### config.mk
export PLATFORM = sky130hd
export DESIGN_NAME = mccd_top
export DESIGN_NICKNAME = d
export VERILOG_FILES = /design/src/mccd_pkg.sv /design/src/mccd_oneshot.sv /design/src/mccd_top.sv
export SDC_FILE = /design/constraint.sdc
export NUM_CORES = 1
export LEC_CHECK = 0
export BUFFER_PORTS_ARGS = -buffer_cell sky130_fd_sc_hd__buf_2
export CORE_MARGIN = 3
export CORE_UTILIZATION = 50
export DETAILED_ROUTE_END_ITERATION = 16
export HOLD_SLACK_MARGIN = 0.06
export PLACE_DENSITY = 0.7
export SETUP_SLACK_MARGIN = 0.1
export SYNTH_ARGS = -nofsm -noshare
export SYNTH_HDL_FRONTEND = slang
export SYNTH_SLANG_ARGS = --single-unit
### constraint.sdc
create_clock -name clk_i -period 2.6 [get_ports clk_i]
set_input_delay 0.52 -clock clk_i [delete_from_list [all_inputs] [get_ports clk_i]]
set_output_delay 0.52 -clock clk_i [all_outputs]
set_load 0.005 [all_outputs]
### src/mccd_pkg.sv
// package for the motion control command decoder
// assumes one 100 MHz clock and an Avalon-MM slave of 32-bit words
package mccd_pkg;
    // avalon word offsets (byte addresses)
    localparam logic [3:0]  OFS_CMD      = 4'h0; // command byte, write
    localparam logic [3:0]  OFS_PINCFG   = 4'h4; // pin 0/1 mode and polarity
    localparam logic [3:0]  OFS_OUTPUT   = 4'h8; // output bits, read
    localparam logic [3:0]  OFS_STATUS   = 4'hC; // status bits, read
    localparam logic [3:0]  OFS_DECODE   = 4'h0; // last decode, read
    // pin configuration fields: mode[1:0], pol[2] for pin 0; +4 for pin 1
    localparam int          PCFG_STRIDE  = 4;
    localparam int          PCFG_POL     = 2;
    localparam logic [1:0]  MODE_GPO     = 2'b01; // general output
    localparam logic [1:0]  MODE_ONESHOT = 2'b11; // one-shot output
    localparam logic [7:0]  PINCFG_RST   = 8'h11; // both pins general output
    localparam logic [7:0]  OUT_RST      = 8'h00; // output bits after reset
    localparam logic [3:0]  CND_ERC_WAIT = 4'b0101; // deviation-clear wait
    localparam logic [3:0]  CND_IDLE     = 4'b0000; // condition at rest
    // command codes
    localparam logic [7:0]  CMD_NOP      = 8'h00;
    localparam logic [7:0]  CMD_SOFT_RESET_CMD     = 8'h04;
    localparam logic [7:0]  CMD_OUT_CLR  = 8'h10; // 10h..17h
    localparam logic [7:0]  CMD_OUT_SET  = 8'h18; // 18h..1Fh
    localparam logic [7:0]  CMD_CNT_CLR  = 8'h20; // 20h..23h
    localparam logic [7:0]  CMD_DEV_ON   = 8'h24;
    localparam logic [7:0]  CMD_DEV_OFF  = 8'h25;
    localparam logic [7:0]  CMD_PRE_CAN  = 8'h26;
    localparam logic [7:0]  CMD_C5_CAN   = 8'h27;
    localparam logic [7:0]  CMD_POS_STA  = 8'h28;
    localparam logic [7:0]  CMD_LATCH    = 8'h29;
    localparam logic [7:0]  CMD_PRE_SHF  = 8'h2B;
    localparam logic [7:0]  CMD_C5_SHF   = 8'h2C;
    localparam logic [7:0]  CMD_EVT_CLR  = 8'h2D;
    localparam logic [7:0]  CMD_ERR_CLR  = 8'h2E;
    localparam logic [7:0]  CMD_COMMIT   = 8'h4F;
    localparam logic [7:0]  CMD_PRE2_WR  = 8'h80; // 80h.. second stage write
    localparam logic [7:0]  CMD_REG_WR   = 8'h90; // 90h.. register write
    localparam logic [7:0]  CMD_PRE2_RD  = 8'hC0; // C0h.. second stage read
    localparam logic [7:0]  CMD_REG_RD   = 8'hD0; // D0h.. register read
    localparam logic [7:0]  REG_LAST     = 8'hFF; // last read code
    // decode kinds reported on the register-access port
    localparam logic [1:0]  ACC_NONE     = 2'b00;
    localparam logic [1:0]  ACC_REG      = 2'b01;
    localparam logic [1:0]  ACC_PRE2     = 2'b10;
    // timing
    localparam int          CLK_HZ       = 100_000_000;
    localparam int          ONESHOT_US   = 24_000; // middle of 23..25 ms
    localparam int          ONESHOT_CYC  = ONESHOT_US * (CLK_HZ / 1_000_000);
    localparam int          SOFT_RESET_CMD_CYC     = 12; // host quiet time in clocks
endpackage : mccd_pkg

### src/mccd_oneshot.sv
// one-shot pulse timer for a general output pin
// assumes a single clock domain; start is a one-cycle pulse
`timescale 1ns/10ps
module mccd_oneshot #(
    parameter int WIDTH_CYC = 2_400_000 // pulse length in clocks
) (
    input  wire logic clk_i,     // system clock
    input  wire logic reset_n_i, // async reset, active low
    input  wire logic clear_i,   // soft reset, synchronous
    input  wire logic start_i,   // start or restart pulse
    output logic      busy_o     // high while pulse runs
);
    localparam int CW = $clog2(WIDTH_CYC + 1);
    logic [CW-1:0] cnt_q; // remaining cycles

    // restart wins over running; a retrigger stretches the pulse
    always_ff @(posedge clk_i or negedge reset_n_i) begin
        if (!reset_n_i) begin
            cnt_q <= '0;
        end else if (clear_i) begin
            cnt_q <= '0;
        end else if (start_i) begin
            cnt_q <= CW'(WIDTH_CYC);
        end else if (cnt_q != '0) begin
            cnt_q <= cnt_q - CW'(1);
        end
    end

    assign busy_o = (cnt_q != '0);
endmodule : mccd_oneshot

### src/mccd_top.sv
// command decoder for one axis of a pulse-train motion controller
// assumes an Avalon-MM master on clk_i; side effects other than pin, deviation clear, condition and flag levels leave as pulses
//
// The placing of the registers and register access over Avalon-MM were left to the implementer.
`timescale 1ns/10ps
module mccd_top
    import mccd_pkg::*;
#(
    parameter int ONESHOT_CYCLES = mccd_pkg::ONESHOT_CYC // pulse clocks
) (
    input  wire logic        clk_i,              // 100 MHz clock
    input  wire logic        reset_n_i,          // async reset, low
    input  wire logic [3:0]  avs_address_i,      // byte address
    input  wire logic        avs_read_i,         // read strobe
    input  wire logic        avs_write_i,        // write strobe
    input  wire logic [31:0] avs_writedata_i,    // write data
    input  wire logic [3:0]  avs_byteenable_i,   // byte lanes
    output logic [31:0]      avs_readdata_o,     // read data
    output logic             avs_waitrequest_o,  // stall
    input  wire logic        override2_mode_i,   // target override 2 on
    input  wire logic        event_irq_set_i,    // event source pulse
    input  wire logic        error_irq_set_i,    // error source pulse
    input  wire logic        dev_wait_done_i,    // deviation wait over
    output logic [7:0]       out_pin_o,          // general output pins
    output logic             soft_reset_o,       // reset pulse to axis
    output logic [3:0]       counter_clear_o,    // clear pulse per counter
    output logic             deviation_clear_output_o, // servo pin
    output logic [3:0]       axis_condition_code_o,    // wait condition
    output logic             preload_cancel_all_o,  // cancel pulse
    output logic             cmp5_preload_cancel_o, // cancel pulse
    output logic             preload_shift_all_o,   // shift pulse
    output logic             cmp5_preload_shift_o,  // shift pulse
    output logic             override_commit_o,     // commit pulse
    output logic             position_start_o,      // start pulse
    output logic             counter_latch_o,       // latch pulse
    output logic             event_irq_flag_o,      // status flag
    output logic             error_irq_flag_o,      // status flag
    output logic             reg_access_o,          // access pulse
    output logic             reg_access_write_o,    // 1 write, 0 read
    output logic [1:0]       reg_access_kind_o,     // register or pre2
    output logic [5:0]       reg_access_index_o     // register index
);
    import mccd_pkg::*;

    // field helpers used for both one-shot pins
    function automatic logic [1:0] pin_mode(input logic [7:0] cfg,
                                            input int pin);
        pin_mode = cfg[pin*PCFG_STRIDE +: 2];
    endfunction : pin_mode

    function automatic logic pin_pol(input logic [7:0] cfg, input int pin);
        pin_pol = cfg[pin*PCFG_STRIDE + PCFG_POL];
    endfunction : pin_pol

    // read commands exist for a few holes-free ranges only
    function automatic logic reg_readable(input logic [7:0] c);
        reg_readable = (c <= 8'hF6) || (c == 8'hFC) ||
                       (c == 8'hFD) || (c == REG_LAST);
    endfunction : reg_readable

    logic       req_q;          // read answer pending
    logic       cmd_wr;         // command write this cycle
    logic [7:0] cmd;            // command byte
    logic       soft_reset_cmd_pend_q;    // soft reset issued last cycle
    logic [7:0] pincfg_q;       // one-shot configuration
    logic [7:0] out_bits_q;     // general output bits
    logic [1:0] os_start;       // one-shot triggers
    logic [1:0] os_busy;        // one-shot active
    logic       ev_clr;         // event flag clear
    logic       er_clr;         // error flag clear
    logic       acc_hit;        // decoded register access
    logic       acc_wr;         // direction of access
    logic [1:0] acc_kind;       // kind of access
    logic [5:0] acc_idx;        // index of access
    logic [7:0] last_cmd_q;     // last accepted command

    assign cmd_wr = avs_write_i && (avs_address_i == OFS_CMD) &&
                    avs_byteenable_i[0];
    assign cmd    = avs_writedata_i[7:0];

    // writes finish in one cycle, reads wait one cycle for registered data
    always_ff @(posedge clk_i or negedge reset_n_i) begin
        if (!reset_n_i) begin
            req_q <= 1'b0;
        end else begin
            req_q <= avs_read_i && !req_q;
        end
    end
    assign avs_waitrequest_o = avs_read_i && !req_q;

    // read mux; unmapped offsets read zero
    always_ff @(posedge clk_i or negedge reset_n_i) begin
        if (!reset_n_i) begin
            avs_readdata_o <= '0;
        end else if (avs_read_i && !req_q) begin
            unique case (avs_address_i)
                OFS_PINCFG: avs_readdata_o <= {24'h0, pincfg_q};
                OFS_OUTPUT: avs_readdata_o <= {24'h0, out_pin_o};
                OFS_STATUS: avs_readdata_o <= {26'h0, error_irq_flag_o,
                    event_irq_flag_o, axis_condition_code_o};
                OFS_DECODE: avs_readdata_o <= {24'h0, last_cmd_q};
                default:    avs_readdata_o <= '0;
            endcase
        end
    end

    // soft reset is applied one cycle after the command, from a register,
    // so the bus handshake of the command itself still completes
    always_ff @(posedge clk_i or negedge reset_n_i) begin
        if (!reset_n_i) begin
            soft_reset_cmd_pend_q <= 1'b0;
        end else begin
            soft_reset_cmd_pend_q <= cmd_wr && (cmd == CMD_SOFT_RESET_CMD);
        end
    end

    // pin configuration register
    always_ff @(posedge clk_i or negedge reset_n_i) begin
        if (!reset_n_i) begin
            pincfg_q <= PINCFG_RST;
        end else if (soft_reset_cmd_pend_q) begin
            pincfg_q <= PINCFG_RST;
        end else if (avs_write_i && avs_address_i == OFS_PINCFG &&
                     avs_byteenable_i[0]) begin
            pincfg_q <= avs_writedata_i[7:0];
        end
    end

    // output bits: clear and set commands, one bit each
    always_ff @(posedge clk_i or negedge reset_n_i) begin
        if (!reset_n_i) begin
            out_bits_q <= OUT_RST;
        end else if (soft_reset_cmd_pend_q) begin
            out_bits_q <= OUT_RST;
        end else if (cmd_wr && cmd[7:3] == CMD_OUT_CLR[7:3]) begin
            out_bits_q[cmd[2:0]] <= 1'b0;
        end else if (cmd_wr && cmd[7:3] == CMD_OUT_SET[7:3]) begin
            out_bits_q[cmd[2:0]] <= 1'b1;
        end
    end

    // one-shot triggers on pins 0 and 1
    always_comb begin
        for (int p = 0; p < 2; p++) begin
            os_start[p] = cmd_wr && pin_mode(pincfg_q, p) == MODE_ONESHOT &&
                ((!pin_pol(pincfg_q, p) && cmd == CMD_OUT_CLR + 8'(p)) ||
                 (pin_pol(pincfg_q, p) && cmd == CMD_OUT_SET + 8'(p)));
        end
    end

    for (genvar g = 0; g < 2; g++) begin : g_os
        mccd_oneshot #(
            .WIDTH_CYC (ONESHOT_CYCLES)
        ) u_os (
            .clk_i     (clk_i),
            .reset_n_i (reset_n_i),
            .clear_i   (soft_reset_cmd_pend_q),
            .start_i   (os_start[g]),
            .busy_o    (os_busy[g])
        );
    end

    // pin drive: one-shot pins idle at the inverse of their polarity
    always_ff @(posedge clk_i or negedge reset_n_i) begin
        if (!reset_n_i) begin
            out_pin_o <= OUT_RST;
        end else begin
            for (int p = 0; p < 8; p++) begin
                if (p < 2 && pin_mode(pincfg_q, p) == MODE_ONESHOT) begin
                    out_pin_o[p] <= os_busy[p] ~^ pin_pol(pincfg_q, p);
                end else begin
                    out_pin_o[p] <= out_bits_q[p];
                end
            end
        end
    end

    // one-cycle command pulses; anything unlisted yields none
    always_ff @(posedge clk_i or negedge reset_n_i) begin
        if (!reset_n_i) begin
            soft_reset_o          <= 1'b0;
            counter_clear_o       <= '0;
            preload_cancel_all_o  <= 1'b0;
            cmp5_preload_cancel_o <= 1'b0;
            preload_shift_all_o   <= 1'b0;
            cmp5_preload_shift_o  <= 1'b0;
            override_commit_o     <= 1'b0;
            position_start_o      <= 1'b0;
            counter_latch_o       <= 1'b0;
        end else begin
            soft_reset_o          <= cmd_wr && cmd == CMD_SOFT_RESET_CMD;
            for (int k = 0; k < 4; k++) begin
                counter_clear_o[k] <= cmd_wr &&
                    cmd == CMD_CNT_CLR + 8'(k);
            end
            preload_cancel_all_o  <= cmd_wr && cmd == CMD_PRE_CAN;
            cmp5_preload_cancel_o <= cmd_wr && cmd == CMD_C5_CAN;
            preload_shift_all_o   <= cmd_wr && cmd == CMD_PRE_SHF;
            cmp5_preload_shift_o  <= cmd_wr && cmd == CMD_C5_SHF;
            override_commit_o     <= cmd_wr && cmd == CMD_COMMIT;
            position_start_o      <= cmd_wr && cmd == CMD_POS_STA &&
                                     override2_mode_i;
            counter_latch_o       <= cmd_wr && cmd == CMD_LATCH;
        end
    end

    // deviation clear output and its wait condition
    always_ff @(posedge clk_i or negedge reset_n_i) begin
        if (!reset_n_i) begin
            deviation_clear_output_o <= 1'b0;
            axis_condition_code_o    <= CND_IDLE;
        end else if (soft_reset_cmd_pend_q) begin
            deviation_clear_output_o <= 1'b0;
            axis_condition_code_o    <= CND_IDLE;
        end else if (cmd_wr && cmd == CMD_DEV_OFF) begin
            deviation_clear_output_o <= 1'b0;
            axis_condition_code_o    <= CND_IDLE;
        end else if (cmd_wr && cmd == CMD_DEV_ON) begin
            deviation_clear_output_o <= 1'b1;
            axis_condition_code_o    <= CND_ERC_WAIT;
        end else if (dev_wait_done_i) begin
            axis_condition_code_o    <= CND_IDLE;
        end
    end

    assign ev_clr = cmd_wr && cmd == CMD_EVT_CLR;
    assign er_clr = cmd_wr && cmd == CMD_ERR_CLR;

    // interrupt flags: a set in the clearing cycle wins
    always_ff @(posedge clk_i or negedge reset_n_i) begin
        if (!reset_n_i) begin
            event_irq_flag_o <= 1'b0;
            error_irq_flag_o <= 1'b0;
        end else if (soft_reset_cmd_pend_q) begin
            event_irq_flag_o <= 1'b0;
            error_irq_flag_o <= 1'b0;
        end else begin
            event_irq_flag_o <= event_irq_set_i ||
                                (event_irq_flag_o && !ev_clr);
            error_irq_flag_o <= error_irq_set_i ||
                                (error_irq_flag_o && !er_clr);
        end
    end

    // register access decode; all writes land in the second stage
    always_comb begin
        acc_hit  = 1'b0;
        acc_wr   = 1'b0;
        acc_kind = ACC_NONE;
        acc_idx  = cmd[5:0];
        if (cmd >= CMD_REG_RD) begin
            acc_hit  = reg_readable(cmd);
            acc_kind = ACC_REG;
            acc_idx  = 6'(cmd - CMD_REG_RD);
        end else if (cmd >= CMD_PRE2_RD) begin
            acc_hit  = (cmd <= 8'hCC);
            acc_kind = ACC_PRE2;
            acc_idx  = 6'(cmd - CMD_PRE2_RD);
        end else if (cmd >= CMD_REG_WR) begin
            acc_hit  = (cmd <= 8'hAC) || cmd == 8'hB2 || cmd == 8'hB3 ||
                       cmd == 8'hBC;
            acc_wr   = 1'b1;
            acc_kind = ACC_PRE2;
            acc_idx  = 6'(cmd - CMD_REG_WR);
        end else if (cmd >= CMD_PRE2_WR) begin
            acc_hit  = (cmd <= 8'h8C);
            acc_wr   = 1'b1;
            acc_kind = ACC_PRE2;
            acc_idx  = 6'(cmd - CMD_PRE2_WR);
        end
    end

    // access pulse and its qualifiers
    always_ff @(posedge clk_i or negedge reset_n_i) begin
        if (!reset_n_i) begin
            reg_access_o       <= 1'b0;
            reg_access_write_o <= 1'b0;
            reg_access_kind_o  <= ACC_NONE;
            reg_access_index_o <= '0;
        end else begin
            reg_access_o <= cmd_wr && acc_hit;
            if (cmd_wr && acc_hit) begin
                reg_access_write_o <= acc_wr;
                reg_access_kind_o  <= acc_kind;
                reg_access_index_o <= acc_idx;
            end
        end
    end

    // last command byte, NOP included, for software readback
    always_ff @(posedge clk_i or negedge reset_n_i) begin
        if (!reset_n_i) begin
            last_cmd_q <= CMD_NOP;
        end else if (cmd_wr) begin
            last_cmd_q <= cmd;
        end
    end
endmodule : mccd_top

# Word-level counts from Yosys, hierarchy flattened
# Index checks and enable logic that the tools add are counted.
dict set report op_classes {
  addsub 6
  n_lt_le_gt_ge 10
  n_eq_ne 33
  mux 41
  n_bitwise 5
  reduce_logical 60
}
# operator n
set op_table {}
lappend op_table {{22-bit 2-to-1 mux} 6}
lappend op_table {{8-bit by 6-bit equality test with 1-bit output (second input constant)} 14}
lappend op_table {{8-bit equality test (second input constant)} 6}
lappend op_table {{22-bit nonzero test} 2}
lappend op_table {{22-bit by 1-bit subtractor with 22-bit output (second input constant)} 2}
lappend op_table {{8-bit 2-to-1 mux} 5}
lappend op_table {{1-bit logical AND} 36}
lappend op_table {{8-bit by 5-bit equality test with 1-bit output (second input constant)} 4}
lappend op_table {{8-bit >= comparator (second input constant)} 4}
lappend op_table {{8-bit less-or-equal comparator (second input constant)} 4}
lappend op_table {{8-bit case mux with 4 select lines} 1}
lappend op_table {{6-bit 2-to-1 mux} 4}
lappend op_table {{1-bit 2-to-1 mux} 16}
lappend op_table {{4-bit 2-to-1 mux} 4}
lappend op_table {{3-bit nonzero test} 4}
lappend op_table {{6-bit by 1-bit subtractor with 6-bit output (second input constant)} 2}
lappend op_table {{6-bit by 5-bit subtractor with 6-bit output (second input constant)} 2}
lappend op_table {{5-bit by 2-bit equality test with 1-bit output (second input constant)} 2}
lappend op_table {{1-bit logical OR} 10}
lappend op_table {{8-bit AND} 1}
lappend op_table {{4-bit equality test (second input constant)} 2}
lappend op_table {{8-bit by 3-bit equality test with 1-bit output (second input constant)} 1}
lappend op_table {{8-bit by 7-bit equality test with 1-bit output (second input constant)} 1}
lappend op_table {{2-bit 2-to-1 mux} 4}
lappend op_table {{other kinds (12)} 18}
dict set report totals {
  ff_bits 138
  in_bits 48
  output_inout_bits 70
  wordCells 180
}

# Longest topological paths before layout
# Gate-level depths: netlist of the first run.
dict set report logic_depth {
  depth_word 8
  mapped_depth 8
  ltp_nobuf 7
}

# Hierarchy
# Synthesis of the first run repeated with hierarchy kept, for this count alone.
dict set report unflattened {
  cells_unflattened 564
  area_unflattened_um2 5736.8
}
# module instances cells_each area_each_um2 seq_area_each_um2
set by_module_without_submodules {}
lappend by_module_without_submodules {mccd_top 1 307 3263.1 1679.1}
lappend by_module_without_submodules {{mccd_oneshot at g_os[0].u_os} 1 129 1243.7 550.5}
lappend by_module_without_submodules {{mccd_oneshot at g_os[1].u_os} 1 128 1229.9 550.5}

# Least setup slack after synthesis of the first run
# No wires, ideal clock.
dict set report synth_path {
  kind {input port to flip-flop}
  from {in avs_writedata_i[4]}
  to {reg reg_access_index_o[0]}
  setup_time_ns 0.125
  arrival_ns 2.160
  required_time_ns 2.475
  setup_slack_ns 0.316
  path_stages 7
  path_buffers 0
  path_cell_list {inv_1 ha_1 o211a_1 a211oi_2 nor3_1 a211oi_4 mux2_2}
}
dict set report synth_via {
  elab_chain_cells 8
  word_cells_on_any_way 29
  classes_between {8 x order compare; 6 x eq/ne; 8 x mux; 7 x reduce/logical}
}
# item line_no
set synth_lines {}
lappend synth_lines {{from (decl)} mccd_top.sv:16} ;# input wire logic [31:0] avs_writedata_i,
lappend synth_lines {{8-bit less-or-equal comparator or 8-bit equality test (tied branches)} mccd_top.sv:260} ;# acc_hit = (cmd <= 8'hAC) || cmd == 8'hB2 || cmd == 8'hB3 ||
lappend synth_lines {{1-bit logical OR (3 in a row)} mccd_top.sv:260}
lappend synth_lines {{1-bit 2-to-1 mux} mccd_top.sv:259} ;# end else if (cmd >= CMD_REG_WR) begin
lappend synth_lines {{1-bit 2-to-1 mux} mccd_top.sv:255} ;# end else if (cmd >= CMD_PRE2_RD) begin
lappend synth_lines {{1-bit 2-to-1 mux} mccd_top.sv:251} ;# if (cmd >= CMD_REG_RD) begin
lappend synth_lines {{1-bit logical AND} mccd_top.sv:282} ;# if (cmd_wr && acc_hit) begin
lappend synth_lines {{to (signal assigned)} mccd_top.sv:285} ;# reg_access_index_o <= acc_idx;
lappend synth_lines {{to (decl)} mccd_top.sv:41} ;# output logic [5:0] reg_access_index_o
# Parallel ways exist; a longest one is shown, timed or not.
# A chain may end at the register's enable or synchronous reset.

# Final worst setup path of the first run
dict set report layout_path {
  from {reg g_os[1].u_os.cnt_q[0]}
  to {reg out_pin_o[1]}
}
dict set report layout_via {
  elab_chain_cells 3
}
# item line_no
set layout_lines {}
lappend layout_lines {{from (decl)} mccd_oneshot.sv:14} ;# logic [CW-1:0] cnt_q;
lappend layout_lines {{from (signal assigned)} mccd_oneshot.sv:23} ;# cnt_q <= CW'(WIDTH_CYC);
lappend layout_lines {{from (signal assigned)} mccd_oneshot.sv:25} ;# cnt_q <= cnt_q - CW'(1);
lappend layout_lines {{22-bit nonzero test} mccd_oneshot.sv:29} ;# assign busy_o = (cnt_q != '0);
lappend layout_lines {{1-bit XNOR} mccd_top.sv:170} ;# out_pin_o[p] <= os_busy[p] ~^ pin_pol(pincfg_q, p);
lappend layout_lines {{1-bit 2-to-1 mux} mccd_top.sv:169} ;# if (p < 2 && pin_mode(pincfg_q, p) == MODE_ONESHOT) begin
lappend layout_lines {{to (signal, indexed assignment)} mccd_top.sv:170}
lappend layout_lines {{to (signal, indexed assignment)} mccd_top.sv:172} ;# out_pin_o[p] <= out_bits_q[p];
lappend layout_lines {{to (decl)} mccd_top.sv:24} ;# output logic [7:0] out_pin_o,
# No other way between the ends.

==> flow_results.org, run 1 <==
** Yosys
- Number of synthesized flops with an enable pin :: 0
- Dominant synthesized flop cell :: sky130_fd_sc_hd__dfrtp_1
- Of the synthesized area, sequential elements account for 47.9%.
- Mean instance size in the synthesized netlist :: 10.0 um^2
- Synth warn :: 0
- Post-Synthesis Cells :: roughly 580
- Synthesis inferred 111 register bits.
- Synthesized area :: 5800 um^2
- Of all flip-flops after synthesis, the portion carrying an async set or reset was 100%.
- The number of different library cells used by synthesis comes to 64.

** Power and ir drop
- For this design the ratio of total power to cell area is approximately 600 nW/um^2.
- Leakage Power :: 3.14 nW
- IR analysis of the VDD net gives a maximum drop of 0.478 mV.

** Die
- Cell row count :: 38
- The die is roughly 110 um tall.
- The die covers 12,900 um^2.
- From left edge to right edge, the die measures ~110 um.
- Ports :: ~120
- Core region area :: ~11,000 um^2
- The initial utilization of the core area, before any placement, comes to between 50% and 60%.

** Finish
- Across the whole layout, storage elements account for roughly 2800 um^2.
- In the final design database the tool counted ~710 nets.
- The layout has approximately 960 filler cells.
- Layout overhead on the synthesized area :: 14.6%
- The multi-input combinational cells in the finished layout cover a total of 2740 um^2.
- The library cell used most frequently in the layout, excluding fill and tap cells, is sky130_fd_sc_hd__dfrtp_1.
- Layout cell share with drive strength beyond 1 :: about 21%
- In the layout the commonest cells are sky130_fd_sc_hd__dfrtp_1 (109), sky130_fd_sc_hd__buf_2 (63), sky130_fd_sc_hd__nor2_1 (58), sky130_fd_sc_hd__nand2_1 (48), sky130_fd_sc_hd__a21oi_1 (31).
- The repair_antennas step left the layout with diodes totalling 0.

** Clock network
- CTS Buffer Depth :: 2
- The clock reaches the later pin of the worst-skew pair after between 0.3 and 0.4 ns.
- TritonCTS clock tree :: built
- After clock tree synthesis, the setup repair step added 0 buffers.
- Clock-pin slew was measured on the worst setup and hold paths at 0.08 ns.
- Number of sinks on the clock net :: roughly 110
- The root buffer cell chosen for the clock tree is sky130_fd_sc_hd__clkbuf_16.
- Once the clock tree was built, the resizer swapped 0 gates to a different size.
- H-Tree Depth :: 3
- Hold Buf Count CTS :: 1
- CTS Buf Count :: 9

** Drt
- In the routed layout, each cell is associated on average with a via count of between 5 and 6.
- Routed WL per cell :: 16.7 um
- For this block, the initial DRC count from the detailed router was 284.
- For this block, the routed nets add up to about 13,000 um of wire.
- Via count :: roughly 4,600
- Remaining antenna violation count after routing :: 0
- After detailed routing, the number of remaining DRC violations is 0.
- The first TritonRoute pass finished after 4 iterations.

** Global route
- Maximum number of pins on one net before global-route repair :: 43
- M3 GR Usage :: ~5.3%
- GR met2 Demand/Resource :: 35.1%
- All-Layer GR Usage :: 21.8%
- After global routing the overflow that remains totals 0.
- Global-route wire length before repair :: 22,700 um
- Global route hottest layer :: met2
- Global Route met1 Usage :: between 20 and 30%
- Number of global-route vias before repair :: between 4,000 and 5,000
- The number of antenna violations at the first check in global routing is 0.

** STA
- Fin Setup TNS :: 0 ns
- Count of pins over their slew limit :: 0
- Part of the cycle the worst path needs :: between 80% and 90%
- Final setup skew :: a little under 0.009 ns
- Min Clock Period, post-route :: about 2.2 ns
- Timing would allow up to between 400 and 500 MHz.
- The count of final hold-check violations is 0.
- Unrepaired setup endpoints after global routing :: false
- Setup violations remaining at the end of the flow were counted as 0.
- Worst Tran Pin Value :: between 0.8 and 0.9 ns
- Relative slew slack :: about 45%
- Worst Hold Slack :: approximately 0.37 ns

** Place
- Routability-driven placement finished with a final weighted congestion of ~0.83.
- Half-perimeter wire length after placement :: 9840 um
- Buffers placed on the I/O ports in this run total between 60 and 70.

** Critical path
- Endpoint class of the critical path :: flip-flop
- The worst setup path is of the flip-flop to flip-flop kind.
- Arrival time of data at the critical path endpoint :: around 2.5 ns
- The worst setup path is launched from a flip-flop.
- Along the worst path, the maximum fanout reaches 7.
- For the worst setup path, the data required time is between 2 and 3 ns.

** Min path
- The worst hold path belongs to the class primary input to flip-flop.

** Status
- Status :: finished clean

** Flow run
- Max-Cap Viols :: 0
## flip-flops by register name, indices dropped and copies added, names as in the netlist, 2 cells and up
register and cells:
pincfg_q 8, counter_clear_o 4, reg_access_index_o 6, out_pin_o 8, avs_readdata_o 8, reg_access_kind_o 2, out_bits_q 8, g_os.u_os.cnt_q 44
last_cmd_q 8
## routing by layer
metal,wire [um],vias up
li1,-,2166
met5,0,-
met1,5920,2256
met2,6390,122
met3,888,12
met4,160,0
## path summary, 6_finish.rpt
kind | start | to | slack [ns] | cells past startpoint
max | g_os[1].u_os.cnt_q[0]$_DFFE_PN0P_ | out_pin_o[1]$_DFF_PN0_ | 0.37 | 7
min | override2_mode_i | position_start_o$_DFF_PN0_ | 0.37 | 3
max reg2reg | g_os[1].u_os.cnt_q[0]$_DFFE_PN0P_ | out_pin_o[1]$_DFF_PN0_ | 0.37 | 7
min reg2reg | out_bits_q[6]$_DFFE_PN0P_ | out_pin_o[6]$_DFF_PN0_ | 0.39 | 0
max in group asynchronous | reset_n_i | cmp5_preload_shift_o$_DFF_PN0_ | 1.33 | 3
min in group asynchronous | reset_n_i | avs_readdata_o[3]$_DFFE_PN0P_ | 0.60 | 2
## synthesized netlist by cell type, types with 7 or more instances
| cell | count | area share [%] |
|---|---|---|
| sky130_fd_sc_hd__dfrtp_1 | 109 | 47 |
| sky130_fd_sc_hd__nor2_1 | 58 | 3.8 |
| sky130_fd_sc_hd__nand2_1 | 48 | 3.1 |
| sky130_fd_sc_hd__a21oi_1 | 31 | 2.7 |
| sky130_fd_sc_hd__buf_4 | 29 | 3.8 |
| sky130_fd_sc_hd__mux2i_1 | 22 | 3.8 |
| sky130_fd_sc_hd__nor3_1 | 22 | 1.9 |
| sky130_fd_sc_hd__o21ai_0 | 21 | 1.8 |
| sky130_fd_sc_hd__xnor2_1 | 18 | 2.7 |
| sky130_fd_sc_hd__inv_1 | 17 | 1.1 |
| sky130_fd_sc_hd__nand3_1 | 15 | 1.3 |
| sky130_fd_sc_hd__clkbuf_1 | 14 | 0.91 |
| sky130_fd_sc_hd__nand4_1 | 13 | 1.4 |
| sky130_fd_sc_hd__nor4_1 | 12 | 1.3 |
| sky130_fd_sc_hd__mux2_2 | 10 | 1.9 |
| sky130_fd_sc_hd__xor2_1 | 10 | 1.5 |
| sky130_fd_sc_hd__a22o_1 | 8 | 1.2 |
| sky130_fd_sc_hd__or3_1 | 8 | 0.86 |
| sky130_fd_sc_hd__a31oi_1 | 7 | 0.75 |
| sky130_fd_sc_hd__ha_1 | 7 | 1.5 |
| sky130_fd_sc_hd__nor2b_1 | 7 | 0.75 |
## metrics by stage
stage                     utilization, %  setup WS (ns)  power [mW]  instances  cell area, um^2
after global placement              57.1          0.111        2.50        784             6320
after global routing                60.0          0.137        4.16        801             6650
after CTS                           60.0          0.374        4.01        801             6650
after detailed placement            57.1       -0.00157        2.53        784             6320
after floorplan                        -          0.316        2.37        603             5900
final                               60.0          0.365        3.98        801             6650
## cells by family after synthesis
family          share of synthesized area (%)
flops                                    47.9
mux                                      7.29
buf+inv                                  6.47
xor+xnor                                 4.23
other cells                            0.0646
compound gates                           10.7
fa+ha+maj                                1.51
simple gates                             21.9
## power breakdown
group,internal (mW),switching (mW),total (mW)
logic,0.209,0.256,0.465
registers,1.89,0.152,2.04
clock network,0.844,0.634,1.48
total,2.94,1.04,3.98
## critical path, stage by stage (launching register included)
cell	delay, ns
sky130_fd_sc_hd__dfrtp_1	0.40
sky130_fd_sc_hd__inv_1	0.10
sky130_fd_sc_hd__ha_1	0.22
sky130_fd_sc_hd__nand2b_1	0.19
sky130_fd_sc_hd__nor2_1	0.33
sky130_fd_sc_hd__nand4_1	0.36
sky130_fd_sc_hd__xor2_1	0.24
sky130_fd_sc_hd__o21ai_0	0.27
## area by class of cell
| class | instances | share of cell area [%] |
|---|---|---|
| flip-flops and latches | 111 | 41.8 |
| multi-input cells | 425 | 41.2 |
| repair buffers | 92 | 8.62 |
| clock buffers | 10 | 3.44 |
| well taps | 140 | 2.64 |
| clock inverters | 6 | 1.30 |
| inverters | 17 | 0.960 |
(Power assumes the default switching activity.)
==> run 2, diff against run 1 <==
--- a/config.mk
+++ b/config.mk
@@ -6,6 +6,7 @@
 export NUM_CORES = 1
 export LEC_CHECK = 0
 export BUFFER_PORTS_ARGS = -buffer_cell sky130_fd_sc_hd__buf_2
+export CORE_ASPECT_RATIO = 0.7
 export CORE_MARGIN = 3
 export CORE_UTILIZATION = 50
 export DETAILED_ROUTE_END_ITERATION = 16
==> run 2 against run 1 <==
  * Flip-flop and latch count stayed put
  * Clock power fell by 5%
  * Wire length up 0.46%
  * Sequential share of layout area up 0.13 points
  * Final area fell by 0.32%
  * Count of clock-buffer cells in the layout fell by 1
  * Maximum frequency fell by 2.3%
  * Clock skew decreased by 0.0021 ns
  * Global-route usage is 0.16 points higher
  * Via count is essentially flat
  * Combinational power decreased by 0.9%
  * Sequential power about the same
  * Critical endpoint unchanged
==> flow_results.org, run 2 (synthesis gave the netlist of run 1 again) <==
** Global route
- Maximum number of pins on one net before global-route repair :: a little over 50
- Global-route wire length before repair :: ~23,000 um
- Number of global-route vias before repair :: 4,354
- All-Layer GR Usage :: 21.9%
- Number of antenna violations at the first check in global routing :: 0
- Total grt overflow :: 0

** Drt
- Across all layers, the routed design uses ~4,600 vias.
- Drt drc :: 0
- Routed signal wires occupy layers up through met4.
- Remaining antenna violation count after routing :: 0
- After detailed routing, the number of vias per cell comes to 5.62.
- TritonRoute pass-1 iters :: 5
- Length of routed met3 wiring :: between 800 and 900 um
- Final wirelength :: around 13,000 um
- After detailed routing, the wire length on met1 is about 6700 um.
- DRT iter0 DRCs :: 371
- Routed wire length on met2 :: about 5800 um
- Routed WL per cell :: roughly 17 um

** Die
- The floorplan step defined a die boundary enclosing 13,000 um^2.
- The initial utilization of the core area, before any placement, comes to 51.9%.
- Cell row count :: 32
- Core region area :: 11,200 um^2
- Overall die height :: between 90 and 100 um
- From left edge to right edge, the die measures 135 um.
- For this design the top-level I/O count stands at ~120.

** Place
- Buffers placed on the I/O ports in this run total between 60 and 70.
- Half-perimeter wire length after placement :: 9760 um
- Prior to clock tree synthesis, the placed netlist has a worst setup slack of -0.0118 ns.
- Final estimated routing congestion in global placement :: 0.875

** Finish
- The register with the most flip-flops in the layout has 44 of them.
- Of the cells placed in the final design, the portion with a size suffix greater than 1 is a little over a fifth.
- Area taken by flip-flops and latches :: 2780 um^2
- Top reg by flops :: g_os.u_os.cnt_q
- In the final layout, the multi-input gates occupy approximately 2700 um^2.
- After filler insertion, the fill cell instance count of the layout stands at around 940.
- In the layout the commonest cells are sky130_fd_sc_hd__dfrtp_1 (109), sky130_fd_sc_hd__buf_2 (63), sky130_fd_sc_hd__nor2_1 (58), sky130_fd_sc_hd__nand2_1 (48), sky130_fd_sc_hd__a21oi_1 (31).
- The number of antenna diodes in the final layout is 0.
- Number of nets in the layout :: between 700 and 800
- From synthesis to final layout, the design area changed by 14.2%.
- Leaving out fill and tap cells, the most frequent cell in the layout is sky130_fd_sc_hd__dfrtp_1.

** STA
- Fin. Hold Viols :: 0
- Count of endpoints failing setup in the final report :: 0
- For the pin with the worst max-slew slack, the measured transition is around 0.8 ns.
- On the final layout, the worst clock skew is around 0.0068 ns.
- Count of pins over their slew limit :: 0
- Once routing completed, OpenROAD measured the worst setup slack at between 0.3 and 0.4 ns.
- The final critical path takes up just under 90% of the cycle.
- Min Clock Period, post-route :: approximately 2.3 ns
- Headroom to the max-slew limit came out at 45.0%.
- Setup repair after global routing left no endpoint under its margin.
- Timing would allow up to approximately 440 MHz.

** Min path
- Tightest Hold Check Type :: primary input to flip-flop

** Clock network
- Counting along the longest clock path gives a buffer depth of 2.
- In this run the number of H-tree levels came out at 3.
- After clock tree synthesis, the clock-pin slew on the worst setup and hold paths is around 0.08 ns.
- The clock net in this run drives a total of 111 sinks.
- CTS Buf Count :: 9
- TritonCTS built the clock tree.
- Clock latency on the worst-skew pair, taken at its later pin, is about 0.34 ns.
- Root Driver :: sky130_fd_sc_hd__clkbuf_16

** Power and ir drop
- Power per Cell Area :: slightly below 600 nW/um^2
- Leakage Power :: 3.11 nW
- The design draws a little under 4 mW.
- VDD sags by at most 0.316 mV.

** Critical path
- Critical path's largest stage delay :: approximately 0.45 ns
- Startpoint type of the worst setup path :: flip-flop
- For the worst setup path, the data required time is about 2.8 ns.
- Crit Path Max Fanout :: 10
- The worst setup path is captured at a flip-flop.
- Setup Crit Path Kind :: flip-flop to flip-flop
- Data on the critical path arrives at its endpoint at 2.53 ns.
- Among all stages on the critical path, the largest delay is contributed by sky130_fd_sc_hd__nor4_4.
- Cells along the critical path :: or3_1, nor4_4, nand4_1, xor2_1, o21ai_0

** Status
- The run finished with clean final reports.

** Flow run
- Max-cap violations in this run came to 0.
-- run 2: changes by cell type in the layout (fill, tap and decap cells not counted), sizes merged --
cell	change
buf	-4
bufinv	-1
clkbuf	-1
inv	+2
-- run 2: worst paths after layout --
path	start	end	slack, ns	depth (start not counted)
max	g_os[1].u_os.cnt_q[11]$_DFFE_PN0P_	out_pin_o[1]$_DFF_PN0_	0.31	5
min	override2_mode_i	position_start_o$_DFF_PN0_	0.38	3
max reg2reg	g_os[1].u_os.cnt_q[11]$_DFFE_PN0P_	out_pin_o[1]$_DFF_PN0_	0.31	5
min reg2reg	out_bits_q[7]$_DFFE_PN0P_	out_pin_o[7]$_DFF_PN0_	0.39	0
max in group asynchronous	reset_n_i	reg_access_index_o[2]$_DFFE_PN0P_	1.51	3
min in group asynchronous	reset_n_i	pincfg_q[1]$_DFFE_PN0P_	0.51	2
-- run 2: repair_timing --
| action | in CTS | in global routing |
|---|---|---|
| buffers inserted | 0 | 0 |
| setup endpoints to repair | 0 | 3 |
| endpoints found under the hold margin | 1 | 0 |
| hold buffers | 1 | 0 |
| resized for setup | 0 | 1 |
-- run 2: critical path: cells and delay by family (launching register included) --
| family | cells | cell delay (ns) |
|---|---|---|
| AO/OA/AOI/OAI | 1 | 0.24 |
| AND/OR/NAND/NOR | 3 | 1.26 |
| flip-flops | 1 | 0.43 |
| XOR/XNOR | 1 | 0.23 |
-- run 2: per-layer routing --
layer | up-vias | GRT usage [%]
met5 | - | 0
met4 | 0 | 3.05
met3 | 7 | 4.81
met2 | 127 | 33.1
met1 | 2267 | 33.3
li1 | 2153 | -
-- run 2: layout make-up --
cell class                 instances  area share (%)
sequential                       111            42.0
multi-input combinational        425            41.4
timing repair buffer              88            8.19
clock buffer                       9            3.40
tap                              153            2.89
clock inverter                     7            1.23
inverter                          17           0.963
-- run 2: power breakdown --
| part | internal [mW] | leakage [nW] | total (mW) | switching (mW) |
|---|---|---|---|---|
| clock network | 0.760 | 0.147 | 1.41 | 0.649 |
| registers | 1.89 | 1.37 | 2.04 | 0.153 |
| logic | 0.207 | 1.60 | 0.461 | 0.254 |
-- run 2: per-stage QoR --
stage	TNS, ns	hold slack [ns]	util [%]	cells	cell area (um^2)
after global routing	0	0.389	59.3	810	6630
after detailed placement	-0.0194	0.322	56.5	793	6310
after global placement	0	0.322	56.5	793	6310
after CTS	0	0.379	59.3	810	6630
final	0	0.382	59.3	810	6630
after floorplan	0	0.224	-	603	5900
